[src/verilog/dfh_pkg.sv]
// Purpose: Shared constants and types of the dual-bank flash host controller
// Assumes: 40 MHz system clock, 18 address pins, 8-bit data bus
// Notes:   Times are kept in ns; cycle counts derive from the clock period
package dfh_pkg;

  // ****************************************************************
  // Widths and timing
  // ****************************************************************
  localparam int ADDR_W         = 18;
  localparam int DATA_W         = 8;
  localparam int CNT_W          = 8;
  localparam int CLK_PERIOD_NS  = 25;
  // Strobe width, covers the slowest read access of the part
  localparam int ACCESS_NS      = 200;
  localparam int ACCESS_CYC     = (ACCESS_NS + CLK_PERIOD_NS - 1) / CLK_PERIOD_NS;
  // Data pins pass a three stage synchroniser before use
  localparam int SYNC_CYC       = 3;
  // Bank reset needs the strobes low for longer than this time
  localparam int BANK_RESET_NS  = 5000;
  localparam int BANK_RESET_CYC = BANK_RESET_NS / CLK_PERIOD_NS + 1;
  // Output data not valid until this long after the reset is released
  localparam int RECOVER_NS     = 750;
  localparam int RECOVER_CYC    = (RECOVER_NS + CLK_PERIOD_NS - 1) / CLK_PERIOD_NS;

  // ****************************************************************
  // Command codes and addresses
  // ****************************************************************
  localparam logic [DATA_W-1:0] CMD_READ_ARRAY   = 8'hff;
  localparam logic [DATA_W-1:0] CMD_READ_ID      = 8'h90;
  localparam logic [DATA_W-1:0] CMD_READ_STATUS  = 8'h70;
  localparam logic [DATA_W-1:0] CMD_CLEAR_STATUS = 8'h50;
  localparam logic [DATA_W-1:0] CMD_BYTE_WRITE   = 8'h40;
  localparam logic [DATA_W-1:0] CMD_BLOCK_ERASE  = 8'h20;
  localparam logic [DATA_W-1:0] CMD_SUSPEND      = 8'hb0;
  localparam logic [DATA_W-1:0] CMD_CONFIRM      = 8'hd0;
  localparam logic [DATA_W-1:0] CMD_PROTECT_SET  = 8'h57;
  localparam logic [DATA_W-1:0] CMD_PROTECT_RST  = 8'h47;
  localparam logic [DATA_W-1:0] CMD_LOCK_BLOCK   = 8'h77;
  localparam logic [DATA_W-1:0] CMD_BANK_ERASE   = 8'ha7;
  localparam logic [DATA_W-1:0] CMD_TWO_BYTE     = 8'hfb;
  localparam logic [ADDR_W-1:0] ADDR_ZERO        = 18'h0_0000;
  localparam logic [ADDR_W-1:0] ADDR_ID_PART     = 18'h0_0001;
  localparam logic [ADDR_W-1:0] ADDR_PROT_CONF   = 18'h0_00ff;

  // ****************************************************************
  // Operation status byte
  // ****************************************************************
  localparam int ST_READY      = 7;
  localparam int ST_SUSPENDED  = 6;
  localparam int ST_ERASE_FAIL = 5;
  localparam int ST_WRITE_FAIL = 4;
  localparam int ST_SUPPLY_LOW = 3;
  localparam logic [DATA_W-1:0] STATUS_MASK = 8'hf8;

  // ****************************************************************
  // Types
  // ****************************************************************
  typedef enum logic [3:0] {
    OP_READ_ARRAY, OP_READ_ID, OP_READ_STATUS, OP_CLEAR_STATUS,
    OP_BYTE_WRITE, OP_BLOCK_ERASE, OP_SUSPEND, OP_RESUME,
    OP_PROTECT_SET, OP_PROTECT_RESET, OP_LOCK_BLOCK, OP_BANK_ERASE,
    OP_TWO_BYTE, OP_BANK_RESET
  } dfh_op_e;

  typedef enum logic [1:0] {CYC_WRITE, CYC_READ, CYC_RESET} dfh_cyc_e;

  typedef struct packed {
    dfh_cyc_e              kind;
    logic [ADDR_W-1:0]     addr;
    logic [DATA_W-1:0]     data;
    logic                  poll;
    logic                  last;
  } dfh_step_s;

endpackage
[src/verilog/dfh_cyc_if.sv]
// Purpose: Carrier between the command sequencer and the bus cycle engine
// Assumes: req and ack are one-cycle pulses on the system clock
// Notes:   Fields stand stable from req until ack
`timescale 1ns/1ps
interface dfh_cyc_if;
  logic                          req;
  dfh_pkg::dfh_cyc_e             kind;
  logic                          bank;
  logic [dfh_pkg::ADDR_W-1:0]    addr;
  logic [dfh_pkg::DATA_W-1:0]    wdata;
  logic                          ack;
  logic [dfh_pkg::DATA_W-1:0]    rdata;

  modport seq (output req, kind, bank, addr, wdata, input ack, rdata);
  modport eng (input req, kind, bank, addr, wdata, output ack, rdata);
endinterface

[src/verilog/dfh_cycle_engine.sv]
// Purpose: Drives single read, write and bank reset cycles on the flash pins
// Assumes: One request at a time, next request only after ack
// Notes:   All pin outputs are flip-flops; data pins pass three flops
`timescale 1ns/1ps
module dfh_cycle_engine (
  // Clock and reset
  input  wire logic                       clock_i,
  input  wire logic                       nrst_i,
  // Sequencer side
  dfh_cyc_if.eng                          cyc,
  // Flash pins
  output logic                            bank_zero_select_n_o,
  output logic                            bank_one_select_n_o,
  output logic                            oe_n_o,
  output logic                            we_n_o,
  output logic [dfh_pkg::ADDR_W-1:0]      addr_o,
  output logic [dfh_pkg::DATA_W-1:0]      dq_o,
  output logic                            dq_oe_o,
  input  wire logic [dfh_pkg::DATA_W-1:0] dq_i
);

  // ****************************************************************
  // State and synchroniser
  // ****************************************************************
  typedef enum logic [2:0] {E_IDLE, E_SETUP, E_PULSE, E_HOLD, E_RECOVER} dfh_eng_state_e;

  dfh_eng_state_e               state_r;
  dfh_pkg::dfh_cyc_e            kind_r;
  logic [dfh_pkg::CNT_W-1:0]    cnt_r;
  logic [dfh_pkg::DATA_W-1:0]   dq_s1_r;
  logic [dfh_pkg::DATA_W-1:0]   dq_s2_r;
  logic [dfh_pkg::DATA_W-1:0]   dq_s3_r;
  logic                         ack_r;
  logic [dfh_pkg::DATA_W-1:0]   rdata_r;

  // Pulse length per cycle kind; reads add the synchroniser latency
  wire [dfh_pkg::CNT_W-1:0] pulse_len_w =
    (kind_r == dfh_pkg::CYC_RESET) ? dfh_pkg::CNT_W'(dfh_pkg::BANK_RESET_CYC) :
    (kind_r == dfh_pkg::CYC_READ)  ? dfh_pkg::CNT_W'(dfh_pkg::ACCESS_CYC + dfh_pkg::SYNC_CYC) :
                                     dfh_pkg::CNT_W'(dfh_pkg::ACCESS_CYC);
  // Sampled data counts only once the last two stages agree
  wire dq_stable_w = (dq_s2_r == dq_s3_r);
  wire pulse_end_w = (cnt_r == '0) && ((kind_r != dfh_pkg::CYC_READ) || dq_stable_w);

  assign cyc.ack   = ack_r;
  assign cyc.rdata = rdata_r;

  // Data pin synchroniser, first stage feeds only the second
  always_ff @(posedge clock_i or negedge nrst_i) begin
    if (!nrst_i) begin
      dq_s1_r <= '0;
      dq_s2_r <= '0;
      dq_s3_r <= '0;
    end else begin
      dq_s1_r <= dq_i;
      dq_s2_r <= dq_s1_r;
      dq_s3_r <= dq_s2_r;
    end
  end

  // ****************************************************************
  // Cycle sequencing
  // ****************************************************************
  // Address set up one cycle ahead of the strobe, bank selects released one after
  always_ff @(posedge clock_i or negedge nrst_i) begin
    if (!nrst_i) begin
      state_r              <= E_IDLE;
      kind_r               <= dfh_pkg::CYC_WRITE;
      cnt_r                <= '0;
      ack_r                <= 1'b0;
      rdata_r              <= '0;
      bank_zero_select_n_o <= 1'b1;
      bank_one_select_n_o  <= 1'b1;
      oe_n_o               <= 1'b1;
      we_n_o               <= 1'b1;
      addr_o               <= '0;
      dq_o                 <= '0;
      dq_oe_o              <= 1'b0;
    end else begin
      ack_r <= 1'b0;
      unique case (state_r)
        E_IDLE: begin
          if (cyc.req) begin
            kind_r               <= cyc.kind;
            addr_o               <= cyc.addr;
            dq_o                 <= cyc.wdata;
            dq_oe_o              <= (cyc.kind == dfh_pkg::CYC_WRITE);
            bank_zero_select_n_o <= cyc.bank;
            bank_one_select_n_o  <= !cyc.bank;
            state_r              <= E_SETUP;
          end
        end
        E_SETUP: begin
          cnt_r   <= pulse_len_w - 1'b1;
          we_n_o  <= (kind_r == dfh_pkg::CYC_READ);
          oe_n_o  <= (kind_r == dfh_pkg::CYC_WRITE);
          state_r <= E_PULSE;
        end
        E_PULSE: begin
          if (cnt_r != '0) begin
            cnt_r <= cnt_r - 1'b1;
          end
          if (pulse_end_w) begin
            rdata_r <= dq_s3_r;
            we_n_o  <= 1'b1;
            oe_n_o  <= 1'b1;
            state_r <= E_HOLD;
          end
        end
        E_HOLD: begin
          bank_zero_select_n_o <= 1'b1;
          bank_one_select_n_o  <= 1'b1;
          dq_oe_o              <= 1'b0;
          if (kind_r == dfh_pkg::CYC_RESET) begin
            cnt_r   <= dfh_pkg::CNT_W'(dfh_pkg::RECOVER_CYC);
            state_r <= E_RECOVER;
          end else begin
            ack_r   <= 1'b1;
            state_r <= E_IDLE;
          end
        end
        E_RECOVER: begin
          // Reset released: wait before the bank answers again
          cnt_r <= cnt_r - 1'b1;
          if (cnt_r == 1) begin
            ack_r   <= 1'b1;
            state_r <= E_IDLE;
          end
        end
        default: state_r <= E_IDLE;
      endcase
    end
  end

endmodule

[src/verilog/dfh_flash_host.sv]
// Purpose: Host controller issuing command sequences to a dual-bank flash
// Assumes: User waits for cmd_ready_o before each command
// Notes:   Long operations are polled on the status byte until ready
`timescale 1ns/1ps
module dfh_flash_host (
  // Clock and reset
  input  wire logic                        clock_i,
  input  wire logic                        nrst_i,
  // User command port
  input  wire logic                        cmd_valid_i,
  input  wire dfh_pkg::dfh_op_e            cmd_op_i,
  input  wire logic                        cmd_bank_i,
  input  wire logic [dfh_pkg::ADDR_W-1:0]  cmd_addr_i,
  input  wire logic [dfh_pkg::DATA_W-1:0]  cmd_data_i,
  input  wire logic [dfh_pkg::DATA_W-1:0]  cmd_data2_i,
  // User answer port
  output logic                             cmd_ready_o,
  output logic                             done_o,
  output logic                             refused_o,
  output logic [dfh_pkg::DATA_W-1:0]       rdata_o,
  output logic [dfh_pkg::DATA_W-1:0]       rdata2_o,
  output logic [dfh_pkg::DATA_W-1:0]       status_o,
  // Flash pins
  output logic                             bank_zero_select_n_o,
  output logic                             bank_one_select_n_o,
  output logic                             oe_n_o,
  output logic                             we_n_o,
  output logic [dfh_pkg::ADDR_W-1:0]       addr_o,
  output logic [dfh_pkg::DATA_W-1:0]       dq_o,
  output logic                             dq_oe_o,
  input  wire logic [dfh_pkg::DATA_W-1:0]  dq_i
);

  // ****************************************************************
  // Command sequence table
  // ****************************************************************
  // One entry per bus cycle of a command; poll means wait for ready after it
  function automatic dfh_pkg::dfh_step_s step_of(
    input dfh_pkg::dfh_op_e          op,
    input logic [1:0]                idx,
    input logic [dfh_pkg::ADDR_W-1:0] a,
    input logic [dfh_pkg::DATA_W-1:0] d0,
    input logic [dfh_pkg::DATA_W-1:0] d1
  );
    dfh_pkg::dfh_step_s s;
    s.kind = dfh_pkg::CYC_WRITE;
    s.addr = dfh_pkg::ADDR_ZERO;
    s.data = dfh_pkg::CMD_CONFIRM;
    s.poll = 1'b0;
    s.last = 1'b0;
    if (op == dfh_pkg::OP_READ_ARRAY) begin
      if (idx == 2'd0) s.data = dfh_pkg::CMD_READ_ARRAY;
      else begin
        s.kind = dfh_pkg::CYC_READ;
        s.addr = a;
        s.last = 1'b1;
      end
    end else if (op == dfh_pkg::OP_READ_ID) begin
      if (idx == 2'd0) s.data = dfh_pkg::CMD_READ_ID;
      else begin
        s.kind = dfh_pkg::CYC_READ;
        s.addr = (idx == 2'd1) ? dfh_pkg::ADDR_ZERO : dfh_pkg::ADDR_ID_PART;
        s.last = (idx == 2'd2);
      end
    end else if (op == dfh_pkg::OP_READ_STATUS) begin
      if (idx == 2'd0) s.data = dfh_pkg::CMD_READ_STATUS;
      else begin
        s.kind = dfh_pkg::CYC_READ;
        s.last = 1'b1;
      end
    end else if (op == dfh_pkg::OP_CLEAR_STATUS) begin
      s.data = dfh_pkg::CMD_CLEAR_STATUS;
      s.last = 1'b1;
    end else if (op == dfh_pkg::OP_SUSPEND) begin
      s.data = dfh_pkg::CMD_SUSPEND;
      s.poll = 1'b1;
      s.last = 1'b1;
    end else if (op == dfh_pkg::OP_RESUME) begin
      s.last = 1'b1;
    end else if (op == dfh_pkg::OP_BANK_RESET) begin
      s.kind = dfh_pkg::CYC_RESET;
      s.last = 1'b1;
    end else if (op == dfh_pkg::OP_TWO_BYTE) begin
      if (idx == 2'd0) s.data = dfh_pkg::CMD_TWO_BYTE;
      else begin
        s.addr = a;
        s.data = (idx == 2'd1) ? d0 : d1;
        s.poll = (idx == 2'd2);
        s.last = idx[1];
      end
    end else if (op == dfh_pkg::OP_LOCK_BLOCK) begin
      // Protect set follows the lock so lock status tracks the bits
      unique case (idx)
        2'd0: s.data = dfh_pkg::CMD_LOCK_BLOCK;
        2'd1: begin
          s.addr = a;
          s.poll = 1'b1;
        end
        2'd2: s.data = dfh_pkg::CMD_PROTECT_SET;
        2'd3: begin
          s.addr = dfh_pkg::ADDR_PROT_CONF;
          s.last = 1'b1;
        end
      endcase
    end else if (idx == 2'd0) begin
      // First cycle of the remaining two-cycle commands
      unique case (op)
        dfh_pkg::OP_BYTE_WRITE:    s.data = dfh_pkg::CMD_BYTE_WRITE;
        dfh_pkg::OP_BLOCK_ERASE:   s.data = dfh_pkg::CMD_BLOCK_ERASE;
        dfh_pkg::OP_BANK_ERASE:    s.data = dfh_pkg::CMD_BANK_ERASE;
        dfh_pkg::OP_PROTECT_SET:   s.data = dfh_pkg::CMD_PROTECT_SET;
        default:                   s.data = dfh_pkg::CMD_PROTECT_RST;
      endcase
    end else begin
      s.last = 1'b1;
      unique case (op)
        dfh_pkg::OP_BYTE_WRITE: begin
          s.addr = a;
          s.data = d0;
          s.poll = 1'b1;
        end
        dfh_pkg::OP_BLOCK_ERASE: begin
          s.addr = a;
          s.poll = 1'b1;
        end
        dfh_pkg::OP_BANK_ERASE:  s.poll = 1'b1;
        default:                 s.addr = dfh_pkg::ADDR_PROT_CONF;
      endcase
    end
    return s;
  endfunction

  // ****************************************************************
  // Sequencer state
  // ****************************************************************
  typedef enum logic [2:0] {
    S_IDLE, S_ISSUE, S_WAIT, S_POLL, S_POLL_WAIT, S_FINISH, S_RESUME, S_RESUME_WAIT
  } dfh_seq_state_e;

  dfh_seq_state_e                state_r;
  dfh_pkg::dfh_op_e              op_r;
  logic                          bank_r;
  logic [dfh_pkg::ADDR_W-1:0]    addr_r;
  logic [dfh_pkg::DATA_W-1:0]    d0_r;
  logic [dfh_pkg::DATA_W-1:0]    d1_r;
  logic [1:0]                    idx_r;
  logic [1:0]                    prot_reset_r;   // Per bank: protect reset in force
  logic [1:0]                    resume_owed_r;  // Per bank: resume after next erase
  logic                          req_r;
  dfh_pkg::dfh_cyc_e             kind_r;
  logic [dfh_pkg::ADDR_W-1:0]    caddr_r;
  logic [dfh_pkg::DATA_W-1:0]    cdata_r;

  dfh_cyc_if cyc ();

  wire dfh_pkg::dfh_step_s step_w = step_of(op_r, idx_r, addr_r, d0_r, d1_r);
  wire [dfh_pkg::DATA_W-1:0] status_masked_w = cyc.rdata & dfh_pkg::STATUS_MASK;
  wire engine_ready_w  = cyc.rdata[dfh_pkg::ST_READY];
  wire is_erase_w      = (op_r == dfh_pkg::OP_BLOCK_ERASE) || (op_r == dfh_pkg::OP_BANK_ERASE);
  wire lock_refused_w  = (cmd_op_i == dfh_pkg::OP_LOCK_BLOCK) && !prot_reset_r[cmd_bank_i];

  assign cyc.req   = req_r;
  assign cyc.kind  = kind_r;
  assign cyc.bank  = bank_r;
  assign cyc.addr  = caddr_r;
  assign cyc.wdata = cdata_r;

  // Pin cycle engine, one bank at a time
  dfh_cycle_engine u_engine (
    .clock_i              (clock_i),
    .nrst_i               (nrst_i),
    .cyc                  (cyc),
    .bank_zero_select_n_o (bank_zero_select_n_o),
    .bank_one_select_n_o  (bank_one_select_n_o),
    .oe_n_o               (oe_n_o),
    .we_n_o               (we_n_o),
    .addr_o               (addr_o),
    .dq_o                 (dq_o),
    .dq_oe_o              (dq_oe_o),
    .dq_i                 (dq_i)
  );

  // ****************************************************************
  // Command sequencer
  // ****************************************************************
  // Each long operation is polled to ready before the next command on either bank
  always_ff @(posedge clock_i or negedge nrst_i) begin
    if (!nrst_i) begin
      state_r       <= S_IDLE;
      op_r          <= dfh_pkg::OP_READ_ARRAY;
      bank_r        <= 1'b0;
      addr_r        <= '0;
      d0_r          <= '0;
      d1_r          <= '0;
      idx_r         <= '0;
      prot_reset_r  <= '0;
      resume_owed_r <= '0;
      req_r         <= 1'b0;
      kind_r        <= dfh_pkg::CYC_WRITE;
      caddr_r       <= '0;
      cdata_r       <= '0;
      cmd_ready_o   <= 1'b1;
      done_o        <= 1'b0;
      refused_o     <= 1'b0;
      rdata_o       <= '0;
      rdata2_o      <= '0;
      status_o      <= '0;
    end else begin
      req_r     <= 1'b0;
      done_o    <= 1'b0;
      refused_o <= 1'b0;
      unique case (state_r)
        S_IDLE: begin
          if (cmd_valid_i && lock_refused_w) begin
            refused_o <= 1'b1;
          end else if (cmd_valid_i) begin
            op_r        <= cmd_op_i;
            bank_r      <= cmd_bank_i;
            addr_r      <= cmd_addr_i;
            d0_r        <= cmd_data_i;
            d1_r        <= cmd_data2_i;
            idx_r       <= '0;
            cmd_ready_o <= 1'b0;
            state_r     <= S_ISSUE;
          end
        end
        S_ISSUE: begin
          req_r   <= 1'b1;
          kind_r  <= step_w.kind;
          caddr_r <= step_w.addr;
          cdata_r <= step_w.data;
          state_r <= S_WAIT;
        end
        S_WAIT: begin
          if (cyc.ack) begin
            if (step_w.kind == dfh_pkg::CYC_READ && idx_r == 2'd2) rdata2_o <= cyc.rdata;
            else if (step_w.kind == dfh_pkg::CYC_READ) rdata_o <= cyc.rdata;
            if (op_r == dfh_pkg::OP_READ_STATUS) status_o <= status_masked_w;
            idx_r   <= idx_r + 1'b1;
            state_r <= step_w.poll ? S_POLL : (step_w.last ? S_FINISH : S_ISSUE);
          end
        end
        S_POLL: begin
          // Bank already shows status after the command, no 70H needed
          req_r   <= 1'b1;
          kind_r  <= dfh_pkg::CYC_READ;
          caddr_r <= dfh_pkg::ADDR_ZERO;
          state_r <= S_POLL_WAIT;
        end
        S_POLL_WAIT: begin
          if (cyc.ack) begin
            // Flags 6..3 only meaningful once ready is seen
            status_o <= status_masked_w;
            if (!engine_ready_w) begin
              state_r <= S_POLL;
            end else begin
              if (op_r == dfh_pkg::OP_SUSPEND && !cyc.rdata[dfh_pkg::ST_SUSPENDED]) begin
                resume_owed_r[bank_r] <= 1'b1;
              end
              state_r <= step_w.last ? S_FINISH : S_ISSUE;
            end
          end
        end
        S_FINISH: begin
          if (op_r == dfh_pkg::OP_PROTECT_RESET) prot_reset_r[bank_r] <= 1'b1;
          if (op_r == dfh_pkg::OP_PROTECT_SET || op_r == dfh_pkg::OP_LOCK_BLOCK ||
              op_r == dfh_pkg::OP_BANK_RESET) begin
            prot_reset_r[bank_r] <= 1'b0;
          end
          if (op_r == dfh_pkg::OP_BANK_RESET) resume_owed_r[bank_r] <= 1'b0;
          if (op_r == dfh_pkg::OP_BANK_RESET) status_o <= '0;
          if (is_erase_w && resume_owed_r[bank_r]) begin
            resume_owed_r[bank_r] <= 1'b0;
            state_r               <= S_RESUME;
          end else begin
            done_o      <= 1'b1;
            cmd_ready_o <= 1'b1;
            state_r     <= S_IDLE;
          end
        end
        S_RESUME: begin
          req_r   <= 1'b1;
          kind_r  <= dfh_pkg::CYC_WRITE;
          caddr_r <= dfh_pkg::ADDR_ZERO;
          cdata_r <= dfh_pkg::CMD_CONFIRM;
          state_r <= S_RESUME_WAIT;
        end
        S_RESUME_WAIT: begin
          if (cyc.ack) begin
            done_o      <= 1'b1;
            cmd_ready_o <= 1'b1;
            state_r     <= S_IDLE;
          end
        end
      endcase
    end
  end

endmodule

[config.mk]
export PLATFORM = sky130hd
export DESIGN_NAME = dfh_flash_host
export DESIGN_NICKNAME = d
export VERILOG_FILES = /design/src/verilog/dfh_pkg.sv /design/src/verilog/dfh_cyc_if.sv /design/src/verilog/dfh_cycle_engine.sv /design/src/verilog/dfh_flash_host.sv
export SDC_FILE = /design/constraint.sdc
export NUM_CORES = 1
export LEC_CHECK = 0
export BUFFER_PORTS_ARGS = -buffer_cell sky130_fd_sc_hd__buf_4
export CAP_MARGIN = 10
export CORE_MARGIN = 2
export CORE_UTILIZATION = 54
export CTS_BUF_LIST = sky130_fd_sc_hd__clkbuf_8
export DETAILED_ROUTE_END_ITERATION = 6
export GPL_ROUTABILITY_DRIVEN = 1
export GPL_TIMING_DRIVEN = 0
export PLACE_DENSITY = 0.78
export SLEW_MARGIN = 0
export SYNTH_ARGS = -nofsm -noshare
export SYNTH_HDL_FRONTEND = slang
export SYNTH_SLANG_ARGS = --single-unit
[constraint.sdc]
create_clock -name clock_i -period 1.85 [get_ports clock_i]
set_input_delay 0.185 -clock clock_i [delete_from_list [all_inputs] [get_ports clock_i]]
set_output_delay 0.185 -clock clock_i [all_outputs]
set_load 0.05 [all_outputs]
==> results by group, run 1 <==
Setup path
  • R2R setup slack: -210 ps
  • Most frequent CP cell: buf_8
  • Critical Path AT: 2410 ps
  • CP peak stage delay: 440 ps
  • Max FO, Critical Path: 6
  • Crit Path Class: reg2reg
  • WP data required: 2200 ps
  • Cell family with most CP delay: compound AO/OA/AOI/OAI gates
  • CP Launch Type: flip-flop
  • CP bufs+invs: 5
  • Crit path cell chain: inv_2, ha_4, buf_8, buf_12, buf_8, buf_4, a21oi_1, o31ai_2, a22oi_2, a2bb2oi_2
  • Slowest cell on crit path: dfrtp_1
  • CP endpoint kind: flip-flop

Clock tree
  • TritonCTS clock tree: yes
  • CTS clock-pin slew for the worst setup and hold paths: 90 ps
  • Total CTS buffers: 17
  • H-Tree Depth: 4
  • Clock Sinks: 178
  • Clock Latency Late Sink: 460 ps
  • Root Buffer: clkbuf_8
  • Max clock buf depth: 2

Pwr
  • Pwr Total: 18500 uW
  • Pwr dens: 1630 nW/um^2
  • Worst vdd ir: 0.813 mV
  • Combinational Power Share: 0.534
  • Sw Pwr: 8080 uW
  • Internal: 10400 uW
  • Sequential share of power: 0.324
  • Clk pwr share: 0.142
  • Sw Share: 0.436
  • Leakage: 0.00523 uW

Floorplan
  • Core area: 15100 sq um
  • Die Width: 128 um
  • Die height: 128 um
  • Die area: 16400 sq um
  • Placement Rows: 45
  • Total I/O pin count: 108
  • Starting Density: 0.550

GRT
  • Tot GR Track Use: 0.265
  • Initial antenna violation count: 0
  • GRT Residual Overflow: 0
  • First-pass GRT wire length: 33900 um
  • Vias in the first global route: 6789
  • Largest net degree at the start of global routing: 128

Logic synthesis
  • Post-synth top area cell: dfrtp_1
  • Cells after Synth: 780
  • Most frequent cells after synthesis: dfrtp_1, nand2_1, mux2_2
  • Seq/Total Area, Yosys: 0.538
  • Synth async-reset ratio: 1.00
  • Synth unique cells: 78
  • Post-synth EDFFs: 0
  • Most used DFF post-synth: dfrtp_1
  • #FFs+latches synth: 178
  • Count leader, synth: dfrtp_1
  • Ranking of synthesized cells by area: dfrtp_1, mux2_2, nand2_1
  • Avg Inst Size Synth: 10.6 sq um
  • Synth top area share: 0.522
  • Mapped Area: 8290 sq um
  • Synth warn: 0

Routing
  • Wire length on met3: 1210 um
  • Routed Antenna Nets: 0
  • DRT Pass-1 Iters: 5
  • DRC: 0
  • Top sig layer: met4
  • Met1 WL: 9480 um
  • Drt wl/cell: 18.7 um
  • Via/cell ratio: 5.81
  • Vias: 6967
  • WL met2: 11000 um
  • Number of DRC markers in iteration 0: 621
  • Drt total wl: 22400 um

STA
  • Final Hold Fails: 0
  • Slew Viols, Final: 0
  • Fin crit share: 1.11
  • Fin crit period: 2060 ps
  • Final setup vio count: 41
  • Worst-Margin Slew: 615 ps
  • Setup ws final: -209 ps
  • Final clock skew: 12.0 ps
  • Highest Clock Rate: 486 MHz
  • Unrepaired setup endpoints after global routing: true
  • Hold WS: 92.0 ps
  • Slew Limit Headroom: 0.590

Placement
  • DPL Wire Length: 13900 um
  • Pre-CTS setup slack: -471 ps
  • DP Cell Count: 1075
  • PortBufs: 104
  • RD Place Congestion: 0.982

Layout
  • Final Non-Filler Cells: 1199
  • Share of layout cells above drive strength 1: 0.402
  • Nets@finish: 1059
  • Antenna diode count: 0
  • Area delta synth->final: 37.4%
  • Top flop regs: addr_r x18, caddr_r x18, u_engine.addr_o x18

Status
  • Status: finished with violations
  • Failing checks: negative setup slack

Job
  • Maxcap violations: 0

Hold path
  • HP Class: in2reg
kinds of logic (layout without fill, tap and decap cells):
family | count (synthesis) | count (layout) | synth area share
and+or+nand+nor | 259 | 259 | 0.149
DFF | 178 | 178 | 0.538
AOI/OAI and AO/OA | 173 | 173 | 0.142
muxes | 75 | 75 | 0.101
buffers and inverters | 72 | 301 | 0.0413
adders and majority gates | 11 | 11 | 0.0166
xor gates and xnor gates | 11 | 11 | 0.0116
other | 1 | 3 | 0.000452
stage by stage:
stage / area [sq um] / utilization / TNS, ps
2_1_floorplan: 8340 / - / -371
3_5_place_dp: 9390 / 0.622 / -23750
6_report: 11400 / 0.755 / -4200
3_3_place_gp: 9360 / 0.620 / -90420
4_1_cts: 10800 / 0.718 / -2180
5_1_grt: 11400 / 0.755 / -6730
cell usage in the layout (no fill, tap or decap), types with 11 or more instances in the layout:
master and instances:
mux2_4 11, nand2_1 119, a21oi_1 22, a21oi_2 11
nor2_1 33, o21ai_1 19, buf_4 145, buf_6 16
inv_1 20, o21ai_0 25, mux2_2 58, dlygate4sd3_1 49
dfrtp_1 169, nand3_1 14, clkbuf_8 18
layout make-up:
type	count	area [sq um]
buffer	46	352
inverter	23	93.8
timing repair buffer	200	1740
sequential	178	4470
clock buffer	18	248
clock inverter	14	139
fill	951	3690
tap	188	235
multi-input combinational	532	4120
final timing paths:
check	startpoint	end	cells after the start
min reg2reg	u_engine.dq_s1_r[7]	u_engine.dq_s2_r[7]	0
min in group asynchronous	nrst_i	u_engine.dq_s2_r[2]	2
max	idx_r[1]	state_r[2]	10
max reg2reg	idx_r[1]	state_r[2]	10
max in group asynchronous	nrst_i	u_engine.cnt_r[0]	3
min	cmd_op_i[0]	refused_o	3
worst min-delay path, delay by kind of cell:
kind | cells | cell delay [ps]
simple gates | 2 | 240
buf+inv | 1 | 80
metal layers:
layer  vias up  track usage
met2       281        0.424
met3        65       0.0509
met1      3429        0.358
met4         0        0.107
met5         -            0
li1       3192            -
power groups by stage:
stage	sequential, uW	combinational (uW)	clock, uW
after global placement	5890	7250	0
after global routing	6170	10400	2840
final	6010	9890	2630
after CTS	5890	8470	2660
after floorplan	6520	4670	0
after detailed placement	5940	7340	0
timing repair:
item                                    in CTS  in global routing
gates cloned                                 0                  1
endpoints found under the setup margin     116                 99
buffers inserted                            29                 19
hold buffers                                49                  0
pin swaps                                   23                 41
gates resized for setup                     96                115
endpoints found under the hold margin       99                  0
(Power assumes the default switching activity.)
==> inputs of run 2 (changes only) <==
- ABC_AREA: not set -> 1
- BUFFER_PORTS_ARGS: -buffer_cell sky130_fd_sc_hd__buf_4 -> -buffer_cell sky130_fd_sc_hd__buf_2
- PLACE_DENSITY: 0.78 -> 0.79
==> run 2 against run 1 <==
Effect of this change:
- the flow now finishes without violations
- hold slack better by 180 ps
- critical path depth is 1 higher
- total power is 7.5% lower
- flip-flop and latch count stayed put
- non-clock buffer count is 33 lower
- clock-buffer cell count is 1 lower
- routed wire length is 10% lower
- critical endpoint is now cdata_r[1]
- worst setup slack better by 260 ps
- cell count is 11% higher
- die area is 3.6% lower
- first-iteration DRC count is 10% lower
- critical path type unchanged
- core utilization is 4.8 points lower
- largest cell class unchanged
==> results by group, run 2 <==
Layout
  • Most frequent cells in the layout: nand2_1, dfrtp_1, buf_2
  • Top flop regs: addr_r x18, caddr_r x18, u_engine.addr_o x18
  • Nets@finish: 1200 (+13%)
  • Final Non-Filler Cells: 1335 (+11%)
  • Share of layout cells above drive strength 1: 0.229 (-0.172)
  • Antenna diode count: 0 (unchanged)
  • Area delta synth->final: 28.1%
  • Commonest non-fill, non-tap cell in the layout: nand2_1

Setup path
  • CP peak stage delay: 390 ps (-50 ps)
  • Crit path cell chain: inv_2, buf_4, ha_1, inv_2, nand3_1, nand2_1, inv_1, a21oi_1, o21ai_1, nand2_1, o21ai_0
  • Slowest cell on crit path: dfrtp_1
  • Crit Path Class: reg2reg
  • WP data required: 2200 ps (about the same)
  • Critical Path AT: 2150 ps (-260 ps)
  • CP endpoint kind: flip-flop
  • Max FO, Critical Path: 4 (-2)
  • CP Launch Type: flip-flop

Logic synthesis
  • Synth async-reset ratio: 1.00 (unchanged)
  • Seq/Total Area, Yosys: 0.558 (+0.0206)
  • Cells after Synth: 934 (+20%)
  • Synth warn: 0 (unchanged)
  • Most frequent cells after synthesis: nand2_1, dfrtp_1, inv_1
  • Count leader, synth: nand2_1
  • Avg Inst Size Synth: 8.55 sq um (-20%)
  • Most used DFF post-synth: dfrtp_1
  • Synth unique cells: 42 (-46%)
  • Ranking of synthesized cells by area: dfrtp_1, nand2_1, o21ai_0
  • #FFs+latches synth: 178 (unchanged)
  • Post-synth EDFFs: 0 (unchanged)
  • Synth top area share: 0.542 (+0.0200)
  • Mapped Area: 7990 sq um (-3.7%)
  • Post-synth top area cell: dfrtp_1

Routing
  • DRC: 0 (unchanged)
  • Routed Antenna Nets: 0 (unchanged)
  • Number of DRC markers in iteration 0: 558 (-10%)
  • Vias: 7058 (+1.3%)
  • DRT Pass-1 Iters: 6 (+1)
  • Drt wl/cell: 15.0 um (-19%)
  • Via/cell ratio: 5.29 (-9.0%)
  • Drt total wl: 20100 um (-10%)

Floorplan
  • Placement Rows: 44 (-2.2%)
  • Starting Density: 0.552 (+0.00201)
  • Core area: 14500 sq um (-4.0%)
  • Die area: 15800 sq um (-3.6%)
  • Die height: 126 um (-1.8%)
  • Die Width: 126 um (-1.8%)
  • Total I/O pin count: 108 (unchanged)

STA
  • Highest Clock Rate: 556 MHz (+14%)
  • Fin crit share: 0.972 (-0.141)
  • Unrepaired setup endpoints after global routing: true
  • Final clock skew: 14.6 ps (+2.54 ps)
  • Hold WS: 269 ps (+177 ps)
  • Worst-Margin Slew: 545 ps (-69.8 ps)
  • Setup ws final: 51.6 ps (+260 ps)
  • Final setup vio count: 0 (-100%)
  • Slew Viols, Final: 0 (unchanged)
  • Fin crit period: 1800 ps (-260 ps)
  • Final Hold Fails: 0 (unchanged)
  • Slew Limit Headroom: 0.637 (+0.0466)

Pwr
  • Pwr dens: 1680 nW/um^2 (+3.0%)
  • Leakage: 0.00514 uW (-1.6%)
  • Worst vdd ir: 0.875 mV (+7.6%)

GRT
  • First-pass GRT wire length: 32000 um (-5.6%)
  • Initial antenna violation count: 0 (unchanged)
  • Vias in the first global route: 6696 (-1.4%)
  • GRT Residual Overflow: 0 (unchanged)
  • Tot GR Track Use: 0.253 (-0.0116)
  • Largest net degree at the start of global routing: 108 (-16%)

Clock tree
  • TritonCTS clock tree: yes
  • Max clock buf depth: 2 (unchanged)
  • Total CTS buffers: 17 (unchanged)
  • H-Tree Depth: 4 (unchanged)
  • Clock Latency Late Sink: 460 ps (about the same)
  • Root Buffer: clkbuf_8
  • CTS clock-pin slew for the worst setup and hold paths: 100 ps (about the same)
  • Clock Sinks: 178 (unchanged)

Placement
  • Pre-CTS setup slack: -423 ps (+48.2 ps)
  • RD Place Congestion: 0.941 (-4.1%)
  • DP Cell Count: 1225 (+14%)
  • PortBufs: 104 (unchanged)
  • DPL Wire Length: 13400 um (-3.5%)

Job
  • Maxcap violations: 0 (unchanged)

Status
  • Status: finished, final reports clean

Hold path
  • HP Class: in2async
run 2: per-layer routing:
metal / global-route usage / vias up / routed length [um]
li1: - / 3426 / -
met3: 0.0552 / 30 / 1210
met2: 0.399 / 245 / 9540
met1: 0.351 / 3357 / 8950
met4: 0.0882 / 0 / 370
met5: 0 / - / 0
run 2: critical path: cells and delay by family (launching register included):
family / cells / cell delay [ps]
simple gates: 3 / 300
buf+inv: 4 / 420
flops: 1 / 390
fa+ha+maj: 1 / 250
compound gates: 3 / 320
run 2: cells by family after synthesis:
family | Yosys count | share of synthesized area
other cells | 1 | 0.000469
simple gates | 402 | 0.210
buf+inv | 142 | 0.0714
xor+xnor | 10 | 0.0110
mux | 2 | 0.00251
fa+ha+maj | 11 | 0.0172
flops | 178 | 0.558
compound gates | 188 | 0.129
run 2: timing repair:
| action | in CTS | in global routing |
|---|---|---|
| cloned | 0 | 2 |
| buffers inserted | 4 | 25 |
| hold buffers | 49 | 0 |
| hold endpoints to repair | 119 | 0 |
| gates resized for setup | 33 | 87 |
| setup endpoints to repair | 89 | 107 |
| pin swaps | 5 | 11 |
run 2: final cells by class:
| cell class | count | area [sq um] |
|---|---|---|
| well taps | 184 | 230 |
| flip-flops and latches | 178 | 4460 |
| plain buffers | 29 | 215 |
| clock buffers | 17 | 234 |
| clock inverters | 14 | 153 |
| repair buffers | 184 | 1290 |
| inverters | 112 | 428 |
| multi-input cells | 617 | 3220 |
| fillers | 1101 | 4240 |
run 2: report_power, final:
part / internal (uW) / leakage, uW / total [uW] / switching [uW]
clock: 1210 / 0.000196 / 2660 / 1440
sequential: 5180 / 0.00224 / 5980 / 799
combinational: 2800 / 0.00270 / 8510 / 5710
total: 9190 / 0.00514 / 17100 / 7960
run 2: per-stage QoR:
stage / setup TNS (ps) / power [uW] / cell area, sq um / util
floorplan: 0 / 11200 / 8000 / -
global placement: -377510 / 13000 / 8750 / 0.604
detailed placement: -15040 / 13200 / 8780 / 0.607
CTS: -92.9 / 16100 / 9780 / 0.676
global route: -199 / 18400 / 10200 / 0.707
finish: 0 / 17100 / 10200 / 0.707
run 2: final timing paths:
kind	start	end	slack, ps	cells past startpoint
worst min register to register	u_engine.dq_s1_r[4]	u_engine.dq_s2_r[4]	350	0
worst min-delay path	nrst_i	u_engine.dq_s1_r[6]	270	2
worst max-delay path	idx_r[0]	cdata_r[1]	50	11
min in group clock_i	u_engine.dq_s1_r[4]	u_engine.dq_s2_r[4]	350	0
max in group asynchronous	nrst_i	u_engine.bank_one_select_n_o	690	3
worst max register to register	idx_r[0]	cdata_r[1]	50	11
